**config.mk**
```make
export PLATFORM = sky130hd
export DESIGN_NAME = acc_converter_control
export DESIGN_NICKNAME = d
export VERILOG_FILES = /design/src/shared/acc_pkg.sv /design/src/verilog/acc_converter_control.sv
export SDC_FILE = /design/constraint.sdc
export NUM_CORES = 1
export LEC_CHECK = 0
export BUFFER_PORTS_ARGS = -buffer_cell sky130_fd_sc_hd__buf_4
export CORE_MARGIN = 10
export CORE_UTILIZATION = 40
export CTS_BUF_LIST = sky130_fd_sc_hd__clkbuf_16
export DETAILED_ROUTE_END_ITERATION = 16
export GPL_ROUTABILITY_DRIVEN = 0
export GPL_TIMING_DRIVEN = 0
export MAX_ROUTING_LAYER = met4
export PLACE_DENSITY = 0.6
export SLEW_MARGIN = 20
export SYNTH_ARGS = -nofsm -noshare
export SYNTH_HDL_FRONTEND = slang
export SYNTH_SLANG_ARGS = --single-unit
export TNS_END_PERCENT = 5
```
**constraint.sdc**
```tcl
create_clock -name clock -period 2.9 [get_ports clock]
set_input_delay 0.435 -clock clock [delete_from_list [all_inputs] [get_ports clock]]
set_output_delay 0.435 -clock clock [all_outputs]
set_load 0.01 [all_outputs]
```
**src/shared/acc_pkg.sv**
```systemverilog
// Operation
// - converter clock divides 16MHz to 2MHz, 1MHz, 500kHz or 250kHz, shared by ADC and DACs
// - ADC samples its input for 2, 4, 6 or 8 converter periods, then holds
// - one ADC conversion lasts three sample periods plus fourteen converter periods
// - single-shot and continuous modes; continuous restarts at once without software
// - 12-bit results from six channels: four external, temperature sensor, supply monitor
// - one-bit ADC gain: 0 spans zero to reference, 1 spans twice reference
// - one reference select for ADC and DACs; ADC and DAC gains independent
// - conversion end raises interrupt gated by enable; status bit can be polled
// - accumulator sums 2, 4, 8 or 16 consecutive results in continuous mode; software scales
// - with accumulation on, end of conversion flags only after the chosen count
// - supply monitor divider enabled only while measuring that channel
// - two 12-bit DAC channels, each with its own range setting
// - DAC conversion period follows the ADC formula on the shared divider
// - per-channel DAC busy indication readable by software
// - per-channel DAC enable; clearing it powers the cell down
// - after setup, a DAC update is only a write of the new value
// - both DACs convert together and alongside an ADC conversion
// - shared two-bit comparator hysteresis: 0, 10, 20 or 40 mV
// - comparator negative input: internal reference, matching DAC output, or external pin
// - comparator outputs readable, optional interrupt, per-comparator enable
// - low-power comparator mode, selectable wake edge; sleep needs external negative input
package acc_pkg;
    // register byte offsets
    localparam logic [7:0] ACC_OFS_CTRL = 8'h00;
    localparam logic [7:0] ACC_OFS_START = 8'h04;
    localparam logic [7:0] ACC_OFS_STAT = 8'h08;
    localparam logic [7:0] ACC_OFS_ADC_RES = 8'h0c;
    localparam logic [7:0] ACC_OFS_ACC_RES = 8'h10;
    localparam logic [7:0] ACC_OFS_DAC_CTRL = 8'h14;
    localparam logic [7:0] ACC_OFS_OUT_ONE_VAL = 8'h18;
    localparam logic [7:0] ACC_OFS_OUT_TWO_VAL = 8'h1c;
    localparam logic [7:0] ACC_OFS_CMP_CTRL = 8'h20;
    // control register fields
    localparam int ACC_CTRL_W = 14;
    localparam int ACC_CTRL_DIV = 0;
    localparam int ACC_CTRL_REF = 2;
    localparam int ACC_CTRL_GAIN = 3;
    localparam int ACC_CTRL_SMP = 4;
    localparam int ACC_CTRL_CONT = 6;
    localparam int ACC_CTRL_IEN = 7;
    localparam int ACC_CTRL_ACC_EN = 8;
    localparam int ACC_CTRL_ACC_N = 9;
    localparam int ACC_CTRL_CHAN = 11;
    localparam logic [13:0] ACC_CTRL_RST = 14'h0000;
    localparam int ACC_START_GO = 0;
    // status register fields
    localparam int ACC_STAT_BUSY = 0;
    localparam int ACC_STAT_EOC = 1;
    localparam int ACC_STAT_DAC_BUSY = 2;
    localparam int ACC_STAT_CMP_OUT = 4;
    localparam int ACC_STAT_CMP_EVT = 6;
    // dac control fields, channel n at bit 2n
    localparam int ACC_DACC_W = 4;
    localparam int ACC_DACC_EN = 0;
    localparam int ACC_DACC_RANGE = 1;
    localparam logic [3:0] ACC_DACC_RST = 4'h0;
    // comparator control fields, channel n offset by n (select fields by 2n)
    localparam int ACC_CMP_W = 15;
    localparam int ACC_CMP_HYS = 0;
    localparam int ACC_CMP_EN = 2;
    localparam int ACC_CMP_NEG = 4;
    localparam int ACC_CMP_LOWPWR = 8;
    localparam int ACC_CMP_IEN = 9;
    localparam int ACC_CMP_RISE = 11;
    localparam int ACC_CMP_WAKE = 13;
    localparam logic [14:0] ACC_CMP_RST = 15'h0000;
    // channel and select codes
    localparam logic [2:0] ACC_CHAN_TEMP = 3'h4;
    localparam logic [2:0] ACC_CHAN_SUPPLY = 3'h5;
    localparam logic [1:0] ACC_NEG_VREF = 2'h0;
    localparam logic [1:0] ACC_NEG_DAC = 2'h1;
    localparam logic [1:0] ACC_NEG_PIN = 2'h2;
    // timing
    localparam int ACC_SRC_HZ = 16000000;
    localparam int ACC_CONV_MAX_HZ = 2000000;
    localparam int ACC_DIV_HALF_MIN = ACC_SRC_HZ / ACC_CONV_MAX_HZ / 2;
    localparam int ACC_SMP_STEP = 2;
    localparam int ACC_CONV_MULT = 3;
    localparam int ACC_CONV_FIXED = 14;
    localparam int ACC_ACC_MIN = 2;
    typedef enum logic [1:0] {ADC_IDLE, ADC_SAMPLE, ADC_HOLD} acc_adc_e;
endpackage : acc_pkg

```
**src/verilog/acc_converter_control.sv**
```systemverilog
`timescale 1ns/1ps
`default_nettype none
module acc_converter_control
    import acc_pkg::*;
(
    // clock, reset, enable
    input wire logic clock,
    input wire logic reset,
    input wire logic clock_en,
    input wire logic src_16m_tick,
    // avalon-mm slave
    input wire logic [7:0] avs_address,
    input wire logic avs_read,
    input wire logic avs_write,
    input wire logic [31:0] avs_writedata,
    input wire logic [3:0] avs_byteenable,
    output logic [31:0] avs_readdata,
    output logic avs_waitrequest,
    // shared converter controls
    output logic conv_clk,
    output logic ref_sel,
    // adc macro
    output logic [2:0] adc_chan,
    output logic adc_gain,
    output logic adc_sample,
    output logic adc_busy,
    output logic supply_mon_en,
    input wire logic [11:0] adc_data,
    // dac macro
    output logic [11:0] analog_output_one_code,
    output logic analog_output_one_en,
    output logic analog_output_one_range,
    output logic analog_output_one_busy,
    output logic [11:0] analog_output_two_code,
    output logic analog_output_two_en,
    output logic analog_output_two_range,
    output logic analog_output_two_busy,
    // comparator macro
    input wire logic comparator_one,
    input wire logic comparator_two,
    output logic comparator_one_en,
    output logic comparator_two_en,
    output logic [1:0] comparator_one_negative_input,
    output logic [1:0] comparator_two_negative_input,
    output logic [1:0] cmp_hysteresis,
    output logic cmp_low_power,
    // events
    output logic adc_irq,
    output logic cmp_irq,
    output logic cmp_wake
);
    import acc_pkg::*;

    ////////////////////////////////////////////////////////////////////////////
    typedef struct packed {
        logic wait_ff;
        logic [31:0] rdata;
        logic [13:0] ctrl;
        logic [3:0] dacc;
        logic [14:0] cmp;
        logic [1:0][11:0] dac_val;
        logic [5:0] div_cnt;
        logic cclk;
        logic tick;
        acc_adc_e adc_st;
        logic [5:0] adc_cnt;
        logic adc_done;
        logic sample_o;
        logic busy_o;
        logic supply_en;
        logic [11:0] adc_res;
        logic [15:0] acc_sum;
        logic [4:0] acc_n;
        logic eoc;
        logic adc_irq;
        logic [1:0] dac_busy;
        logic [1:0][5:0] dac_cnt;
        logic [1:0] cmp_s1;
        logic [1:0] cmp_s2;
        logic [1:0] cmp_prev;
        logic [1:0] cmp_evt;
        logic cmp_irq;
        logic wake;
    } acc_state_s;

    localparam acc_state_s ACC_ST_RST = '{
        wait_ff: 1'b1, rdata: 32'h0000_0000, ctrl: ACC_CTRL_RST, dacc: ACC_DACC_RST,
        cmp: ACC_CMP_RST, dac_val: 24'h00_0000, div_cnt: 6'h00, cclk: 1'b0, tick: 1'b0,
        adc_st: ADC_IDLE, adc_cnt: 6'h00, adc_done: 1'b0, sample_o: 1'b0, busy_o: 1'b0,
        supply_en: 1'b0, adc_res: 12'h000, acc_sum: 16'h0000, acc_n: 5'h00, eoc: 1'b0,
        adc_irq: 1'b0, dac_busy: 2'h0, dac_cnt: 12'h000, cmp_s1: 2'h0, cmp_s2: 2'h0,
        cmp_prev: 2'h0, cmp_evt: 2'h0, cmp_irq: 1'b0, wake: 1'b0};

    acc_state_s st_ff;
    acc_state_s nxt_st;

    ////////////////////////////////////////////////////////////////////////////
    // half converter period in 16MHz ticks
    function automatic logic [5:0] div_half(input logic [1:0] sel);
        div_half = 6'(ACC_DIV_HALF_MIN << sel);
    endfunction : div_half

    // sample window in converter periods
    function automatic logic [5:0] smp_len(input logic [1:0] sel);
        smp_len = 6'(ACC_SMP_STEP * (int'(sel) + 1));
    endfunction : smp_len

    // whole conversion in converter periods
    function automatic logic [5:0] conv_len(input logic [1:0] sel);
        conv_len = 6'(ACC_CONV_MULT * ACC_SMP_STEP * (int'(sel) + 1) + ACC_CONV_FIXED);
    endfunction : conv_len

    function automatic logic [4:0] acc_target(input logic [1:0] sel);
        acc_target = 5'(ACC_ACC_MIN << sel);
    endfunction : acc_target

    // byte-lane write merge
    function automatic logic [31:0] wmerge(input logic [31:0] old, input logic [31:0] wd, input logic [3:0] be);
        wmerge = old;
        for (int b = 0; b < 4; b++) begin
            if (be[b]) begin
                wmerge[b*8 +: 8] = wd[b*8 +: 8];
            end
        end
    endfunction : wmerge

    ////////////////////////////////////////////////////////////////////////////
    logic [1:0] cmp_raw;
    assign cmp_raw = {comparator_two, comparator_one};

    always_comb begin
        logic req;
        logic wr;
        logic go;
        logic set_eoc;
        logic clr_eoc;
        logic [1:0] clr_evt;
        logic [1:0] wr_dac;
        logic [1:0] act;
        logic [1:0] smp;
        logic [31:0] tmp;
        req = (avs_read | avs_write) & st_ff.wait_ff;
        wr = req & avs_write;
        go = 1'b0;
        set_eoc = 1'b0;
        clr_eoc = 1'b0;
        clr_evt = 2'h0;
        wr_dac = 2'h0;
        act = 2'h0;
        smp = st_ff.ctrl[ACC_CTRL_SMP +: 2];
        tmp = 32'h0000_0000;
        nxt_st = st_ff;

        // bus slave: one wait cycle, answer on the following edge
        nxt_st.wait_ff = ~req;
        nxt_st.rdata = 32'h0000_0000;
        if (req && avs_read) begin
            case (avs_address)
                ACC_OFS_CTRL: nxt_st.rdata = {18'h0_0000, st_ff.ctrl};
                ACC_OFS_STAT: begin
                    nxt_st.rdata[ACC_STAT_BUSY] = st_ff.busy_o;
                    nxt_st.rdata[ACC_STAT_EOC] = st_ff.eoc;
                    nxt_st.rdata[ACC_STAT_DAC_BUSY +: 2] = st_ff.dac_busy;
                    nxt_st.rdata[ACC_STAT_CMP_OUT +: 2] = st_ff.cmp_s2;
                    nxt_st.rdata[ACC_STAT_CMP_EVT +: 2] = st_ff.cmp_evt;
                end
                ACC_OFS_ADC_RES: nxt_st.rdata = {20'h0_0000, st_ff.adc_res};
                ACC_OFS_ACC_RES: nxt_st.rdata = {16'h0000, st_ff.acc_sum};
                ACC_OFS_DAC_CTRL: nxt_st.rdata = {28'h000_0000, st_ff.dacc};
                ACC_OFS_OUT_ONE_VAL: nxt_st.rdata = {20'h0_0000, st_ff.dac_val[0]};
                ACC_OFS_OUT_TWO_VAL: nxt_st.rdata = {20'h0_0000, st_ff.dac_val[1]};
                ACC_OFS_CMP_CTRL: nxt_st.rdata = {17'h0_0000, st_ff.cmp};
                default: nxt_st.rdata = 32'h0000_0000;
            endcase
        end
        if (wr) begin
            case (avs_address)
                ACC_OFS_CTRL: begin
                    tmp = wmerge({18'h0_0000, st_ff.ctrl}, avs_writedata, avs_byteenable);
                    nxt_st.ctrl = tmp[ACC_CTRL_W-1:0];
                    if (nxt_st.ctrl[ACC_CTRL_CHAN +: 3] > ACC_CHAN_SUPPLY) begin
                        nxt_st.ctrl[ACC_CTRL_CHAN +: 3] = ACC_CHAN_SUPPLY;
                    end
                end
                ACC_OFS_START: go = avs_byteenable[0] & avs_writedata[ACC_START_GO];
                ACC_OFS_STAT: begin
                    clr_eoc = avs_byteenable[0] & avs_writedata[ACC_STAT_EOC];
                    clr_evt = avs_byteenable[0] ? avs_writedata[ACC_STAT_CMP_EVT +: 2] : 2'h0;
                end
                ACC_OFS_DAC_CTRL: begin
                    tmp = wmerge({28'h000_0000, st_ff.dacc}, avs_writedata, avs_byteenable);
                    nxt_st.dacc = tmp[ACC_DACC_W-1:0];
                end
                ACC_OFS_OUT_ONE_VAL, ACC_OFS_OUT_TWO_VAL: begin
                    // a value write alone updates the channel and, while its enable bit is set, starts it
                    tmp = wmerge({20'h0_0000, st_ff.dac_val[avs_address[2]]}, avs_writedata, avs_byteenable);
                    nxt_st.dac_val[avs_address[2]] = tmp[11:0];
                    wr_dac[avs_address[2]] = 1'b1;
                end
                ACC_OFS_CMP_CTRL: begin
                    tmp = wmerge({17'h0_0000, st_ff.cmp}, avs_writedata, avs_byteenable);
                    nxt_st.cmp = tmp[ACC_CMP_W-1:0];
                end
                default: ;
            endcase
        end

        // converter clock divider, tick marks each rising edge
        nxt_st.tick = 1'b0;
        if (src_16m_tick) begin
            if (st_ff.div_cnt == div_half(st_ff.ctrl[ACC_CTRL_DIV +: 2]) - 6'h01) begin
                nxt_st.div_cnt = 6'h00;
                nxt_st.cclk = ~st_ff.cclk;
                nxt_st.tick = ~st_ff.cclk;
            end else begin
                nxt_st.div_cnt = st_ff.div_cnt + 6'h01;
            end
        end

        // adc sequencer, counted in converter periods
        nxt_st.adc_done = 1'b0;
        case (st_ff.adc_st)
            ADC_IDLE: begin
                if (go) begin
                    nxt_st.adc_st = ADC_SAMPLE;
                    nxt_st.adc_cnt = 6'h00;
                    nxt_st.acc_n = 5'h00;
                end
            end
            ADC_SAMPLE: begin
                if (st_ff.tick) begin
                    if (st_ff.adc_cnt == smp_len(smp) - 6'h01) begin
                        nxt_st.adc_st = ADC_HOLD;
                    end
                    nxt_st.adc_cnt = st_ff.adc_cnt + 6'h01;
                end
            end
            ADC_HOLD: begin
                if (st_ff.tick) begin
                    if (st_ff.adc_cnt == conv_len(smp) - 6'h01) begin
                        nxt_st.adc_done = 1'b1;
                        nxt_st.adc_res = adc_data;
                        nxt_st.adc_cnt = 6'h00;
                        // a fresh block starts from the new result alone
                        nxt_st.acc_sum = (st_ff.acc_n == 5'h00 ? 16'h0000 : st_ff.acc_sum)
                            + {4'h0, adc_data};
                        if (st_ff.ctrl[ACC_CTRL_ACC_EN]) begin
                            if (st_ff.acc_n == acc_target(st_ff.ctrl[ACC_CTRL_ACC_N +: 2]) - 5'h01) begin
                                set_eoc = 1'b1;
                                nxt_st.acc_n = 5'h00;
                            end else begin
                                nxt_st.acc_n = st_ff.acc_n + 5'h01;
                            end
                        end else begin
                            set_eoc = 1'b1;
                            nxt_st.acc_n = 5'h00;
                        end
                        nxt_st.adc_st = st_ff.ctrl[ACC_CTRL_CONT] ? ADC_SAMPLE : ADC_IDLE;
                    end else begin
                        nxt_st.adc_cnt = st_ff.adc_cnt + 6'h01;
                    end
                end
            end
            default: nxt_st.adc_st = ADC_IDLE;
        endcase
        nxt_st.sample_o = nxt_st.adc_st == ADC_SAMPLE;
        nxt_st.busy_o = nxt_st.adc_st != ADC_IDLE;
        // divider chain powered only during a supply measurement
        nxt_st.supply_en = nxt_st.busy_o && nxt_st.ctrl[ACC_CTRL_CHAN +: 3] == ACC_CHAN_SUPPLY;

        // set wins over a simultaneous clear
        nxt_st.eoc = (st_ff.eoc & ~clr_eoc) | set_eoc;
        nxt_st.adc_irq = nxt_st.eoc & nxt_st.ctrl[ACC_CTRL_IEN];

        // dac channels run independently of each other and of the adc
        for (int i = 0; i < 2; i++) begin
            if (!nxt_st.dacc[2*i + ACC_DACC_EN]) begin
                nxt_st.dac_busy[i] = 1'b0;
                nxt_st.dac_cnt[i] = 6'h00;
            end else if (wr_dac[i]) begin
                nxt_st.dac_busy[i] = 1'b1;
                nxt_st.dac_cnt[i] = 6'h00;
            end else if (st_ff.dac_busy[i] && st_ff.tick) begin
                if (st_ff.dac_cnt[i] == conv_len(smp) - 6'h01) begin
                    nxt_st.dac_busy[i] = 1'b0;
                end else begin
                    nxt_st.dac_cnt[i] = st_ff.dac_cnt[i] + 6'h01;
                end
            end
        end

        // comparators: two-stage sync, then edge detect
        nxt_st.cmp_s1 = cmp_raw;
        nxt_st.cmp_s2 = st_ff.cmp_s1;
        nxt_st.cmp_prev = st_ff.cmp_s2;
        nxt_st.wake = 1'b0;
        for (int i = 0; i < 2; i++) begin
            act[i] = st_ff.cmp[ACC_CMP_EN + i] && st_ff.cmp_s2[i] != st_ff.cmp_prev[i]
                && st_ff.cmp_s2[i] == st_ff.cmp[ACC_CMP_RISE + i];
            if (act[i] && st_ff.cmp[ACC_CMP_WAKE + i]) begin
                nxt_st.wake = 1'b1;
            end
        end
        nxt_st.cmp_evt = (st_ff.cmp_evt & ~clr_evt) | act;
        nxt_st.cmp_irq = |(nxt_st.cmp_evt & nxt_st.cmp[ACC_CMP_IEN +: 2]);
    end

    always_ff @(posedge clock) begin
        if (reset) begin
            st_ff <= ACC_ST_RST;
        end else if (clock_en) begin
            st_ff <= nxt_st;
        end
    end

    ////////////////////////////////////////////////////////////////////////////
    assign avs_readdata = st_ff.rdata;
    assign avs_waitrequest = st_ff.wait_ff;
    assign conv_clk = st_ff.cclk;
    assign ref_sel = st_ff.ctrl[ACC_CTRL_REF];
    assign adc_chan = st_ff.ctrl[ACC_CTRL_CHAN +: 3];
    assign adc_gain = st_ff.ctrl[ACC_CTRL_GAIN];
    assign adc_sample = st_ff.sample_o;
    assign adc_busy = st_ff.busy_o;
    assign supply_mon_en = st_ff.supply_en;
    assign analog_output_one_code = st_ff.dac_val[0];
    assign analog_output_one_en = st_ff.dacc[ACC_DACC_EN];
    assign analog_output_one_range = st_ff.dacc[ACC_DACC_RANGE];
    assign analog_output_one_busy = st_ff.dac_busy[0];
    assign analog_output_two_code = st_ff.dac_val[1];
    assign analog_output_two_en = st_ff.dacc[2 + ACC_DACC_EN];
    assign analog_output_two_range = st_ff.dacc[2 + ACC_DACC_RANGE];
    assign analog_output_two_busy = st_ff.dac_busy[1];
    assign comparator_one_en = st_ff.cmp[ACC_CMP_EN];
    assign comparator_two_en = st_ff.cmp[ACC_CMP_EN + 1];
    assign comparator_one_negative_input = st_ff.cmp[ACC_CMP_NEG +: 2];
    assign comparator_two_negative_input = st_ff.cmp[ACC_CMP_NEG + 2 +: 2];
    assign cmp_hysteresis = st_ff.cmp[ACC_CMP_HYS +: 2];
    assign cmp_low_power = st_ff.cmp[ACC_CMP_LOWPWR];
    assign adc_irq = st_ff.adc_irq;
    assign cmp_irq = st_ff.cmp_irq;
    assign cmp_wake = st_ff.wake;
endmodule : acc_converter_control
`default_nettype wire

```
==> metrics.md <==
| Metric | Value |
|---|---|
| CP required | `3.27 ns` |
| Hold Path Class | `in2reg` |
| Iter 0 DRT Violations | `764` |
| Final WS setup | `-0.1138 ns` |
| Design area | `10770 um2` |
| # port buffers | `109` |
| # diodes | `0` |
| Vert. Die Dim | `167.5 um` |
| Final setup vio count | `2` |
| Top cell type's share of synthesized area | `0.3499` |
| Detailed-placement wirelength estimate | `23.98 mm` |
| Setup CP Type | `reg2reg` |
| F_max | `331.8 MHz` |
| Antenna Nets Post-Route | `0` |
| Mapped Avg Cell Area | `7.964 um2` |
| Pwr dens | `426.6 nW/um2` |
| Sw Ratio | `0.2756` |
| Worst R2R Path Depth | `12` |
| CTS tree | `yes` |
| Layout area overhead | `23.85%` |
| Site row count | `53` |
| Synth async-reset ratio | `0` |
| Via count | `8574` |
| GR Overflow Total | `0` |
| Most common cell in the netlist | `nand2_1` |
| Worst hold path stage count | `3` |
| Max-cap violation count | `0` |
| Width of the die | `167.5 um` |
| First-pass GRT wire length | `48.55 mm` |
| CP endpoint kind | `register` |
| CTS buffer count | `17` |
| Combinational Power Share | `0.078` |
| Io pins | `148` |
| Core Box Area | `21220 um2` |
| H-tree Lvls | `4` |
| Flop pwr share | `0.458` |
| LEAKAGE | `0.004360 uW` |
| Status | `finished with violations` |
| RSZ-0062 raised after global routing | `yes` |
| Top post-synthesis cells by area | `dfxtp_1 35%, nand2_1 7.7%, mux2i_1 5.8%` |
| Vias in the first global route | `8132` |
| Vias/cell | `5.600` |
| Clk_lat worst skew | `0.44 ns` |
| Worst VDD drop | `0.3149 mV` |
| Starting Density | `0.4098` |
| Worst-path clk slew | `0.07 ns` |
| Post-synth top flop | `dfxtp_1` |
| Residual DRC count | `0` |
| Int Pwr | `3328 uW` |
| Yosys cell types | `72` |
| CP Launch Type | `register` |
| Slew headroom | `0.4080` |
| Ys Warns | `0` |
| Post-synth top area cell | `dfxtp_1` |
| Max FO, Critical Path | `5` |
| Pre-CTS setup slack | `-0.6672 ns` |
| Synthesized instance count | `1092` |
| Setup Total Neg Slack | `-0.1317 ns` |
| Final Hold Fails | `0` |
| Router iterations before antenna repair | `6` |
| WL per Instance | `20.83 um` |
| Die area | `28040 um2` |
| Clock root cell | `clkbuf_16` |
| Min cycle time layout | `3.014 ns` |
| DP Area | `9928 um2` |
| Synth top cells by count | `179 x nand2_1, 152 x dfxtp_1, 94 x nor2_1, 93 x a21oi_1, 65 x buf_4` |
| Clock tree sinks | `152` |
| # nets final | `1333` |
| Largest net degree at the start of global routing | `17` |
| Clock power frac | `0.464` |
| Cell Area, Synth | `8697 um2` |
| Share of layout cells above drive strength 1 | `0.2189` |
| Failing checks | `negative setup slack` |
| Yosys reg bits | `152` |
| Final Cycle Share | `1.039` |
| Crit path DAT | `3.39 ns` |
| Antenna violations before repair | `0` |
| Max Transition Viols Final | `0` |
| Slew @ Worst Pin | `0.8813 ns` |
| Seq/Total Area, Yosys | `0.3499` |
| Post-Route WL | `31.89 mm` |
| Number of synthesized flops with an enable pin | `0` |
| Global Route Usage Sum | `0.2240` |
| Psw | `1266 uW` |
| Largest buffer count on any clock path | `2` |
| Clock Skew | `0.01248 ns` |
layout by cell type (no fill, tap or decap), types with 5 or more instances in the layout:
master,count
nor2_1,94
a2bb2oi_1,7
or3_1,8
o211ai_1,13
mux2i_1,50
ha_4,6
ha_1,18
nand3b_1,5
clkbuf_1,36
clkinvlp_4,5
o31ai_1,7
inv_1,17
nand4_1,14
and3_1,14
a222oi_1,7
buf_4,183
mux2_2,9
a31oi_1,6
nor3_1,21
xnor2_1,17
nor2b_1,11
nand3_1,47
dfxtp_1,150
clkbuf_16,18
xor2_1,17
o21ai_0,34
or4_1,8
nand2_1,177
conb_1,16
a21oi_1,89
buf_1,6
and2_1,20
a22oi_1,11
power by group through the flow:
stage / sequential, uW / combinational, uW / clock [uW]
after detailed placement: 2150 / 330 / 0
after CTS: 2110 / 338 / 2140
final: 2110 / 357 / 2130
after global routing: 2110 / 377 / 2220
after global placement: 2150 / 330 / 0
after floorplan: 2150 / 172 / 0
worst paths after layout:
path	from	end	slack (ns)
min	comparator_one	nxt_st[6]	0.23
min reg2reg	st_ff[57]	st_ff[57]	0.46
max	st_ff[29]	st_ff[46]	-0.11
max reg2reg	st_ff[29]	st_ff[46]	-0.11
area by class of cell:
| type | instances | area, um2 |
|---|---|---|
| buffer | 118 | 721.9 |
| fill | 2093 | 10450 |
| clock inverter | 15 | 121.4 |
| sequential | 152 | 3048 |
| timing repair buffer | 119 | 914.6 |
| tap | 275 | 344.1 |
| inverter | 19 | 71.32 |
| clock buffer | 17 | 425.4 |
| multi-input combinational | 816 | 5125 |
metal layers:
metal	GRT usage	wire length (um)	vias up
met4	0.06170	682	0
met3	0.04775	2470	51
met1	0.2876	13870	4093
met5	-	0	-
li1	-	-	4088
met2	0.3489	14870	342
cells by family after synthesis:
family | share of synthesized area
AOI/OAI and AO/OA | 0.1726
xor gates and xnor gates | 0.03683
adders and majority gates | 0.03827
buffers and inverters | 0.08948
DFF | 0.3499
muxes | 0.06920
other | 0.0004312
and+or+nand+nor | 0.2433
repair_timing:
item | CTS | global route
buffers inserted | 5 | 4
pin swaps | 7 | 11
gates cloned | 0 | 1
hold buffers | 0 | 0
gates resized for setup | 26 | 26
setup endpoints to repair | 34 | 37
critical path, stage by stage, from the launching register on:
cell      delay (ns)
dfxtp_4         0.37
nor3_4          0.24
nand2_4         0.15
buf_6           0.17
and2_4          0.16
ha_1            0.28
a21oi_2         0.07
or3b_4          0.41
a211oi_4        0.31
o211ai_1        0.17
buf_4           0.17
a211oi_2        0.23
mux2i_1         0.20
metrics by stage:
stage	power (uW)	std cells	hold slack [ns]	util
detailed placement	2485	1491	0.4478	0.4679
global placement	2485	1491	0.4415	0.4679
floorplan	2323	1107	0.4294	-
CTS	4583	1526	0.2230	0.5011
global route	4709	1531	0.2430	0.5076
finish	4595	1531	0.2304	0.5076
Power figures use the tool's default switching activity.
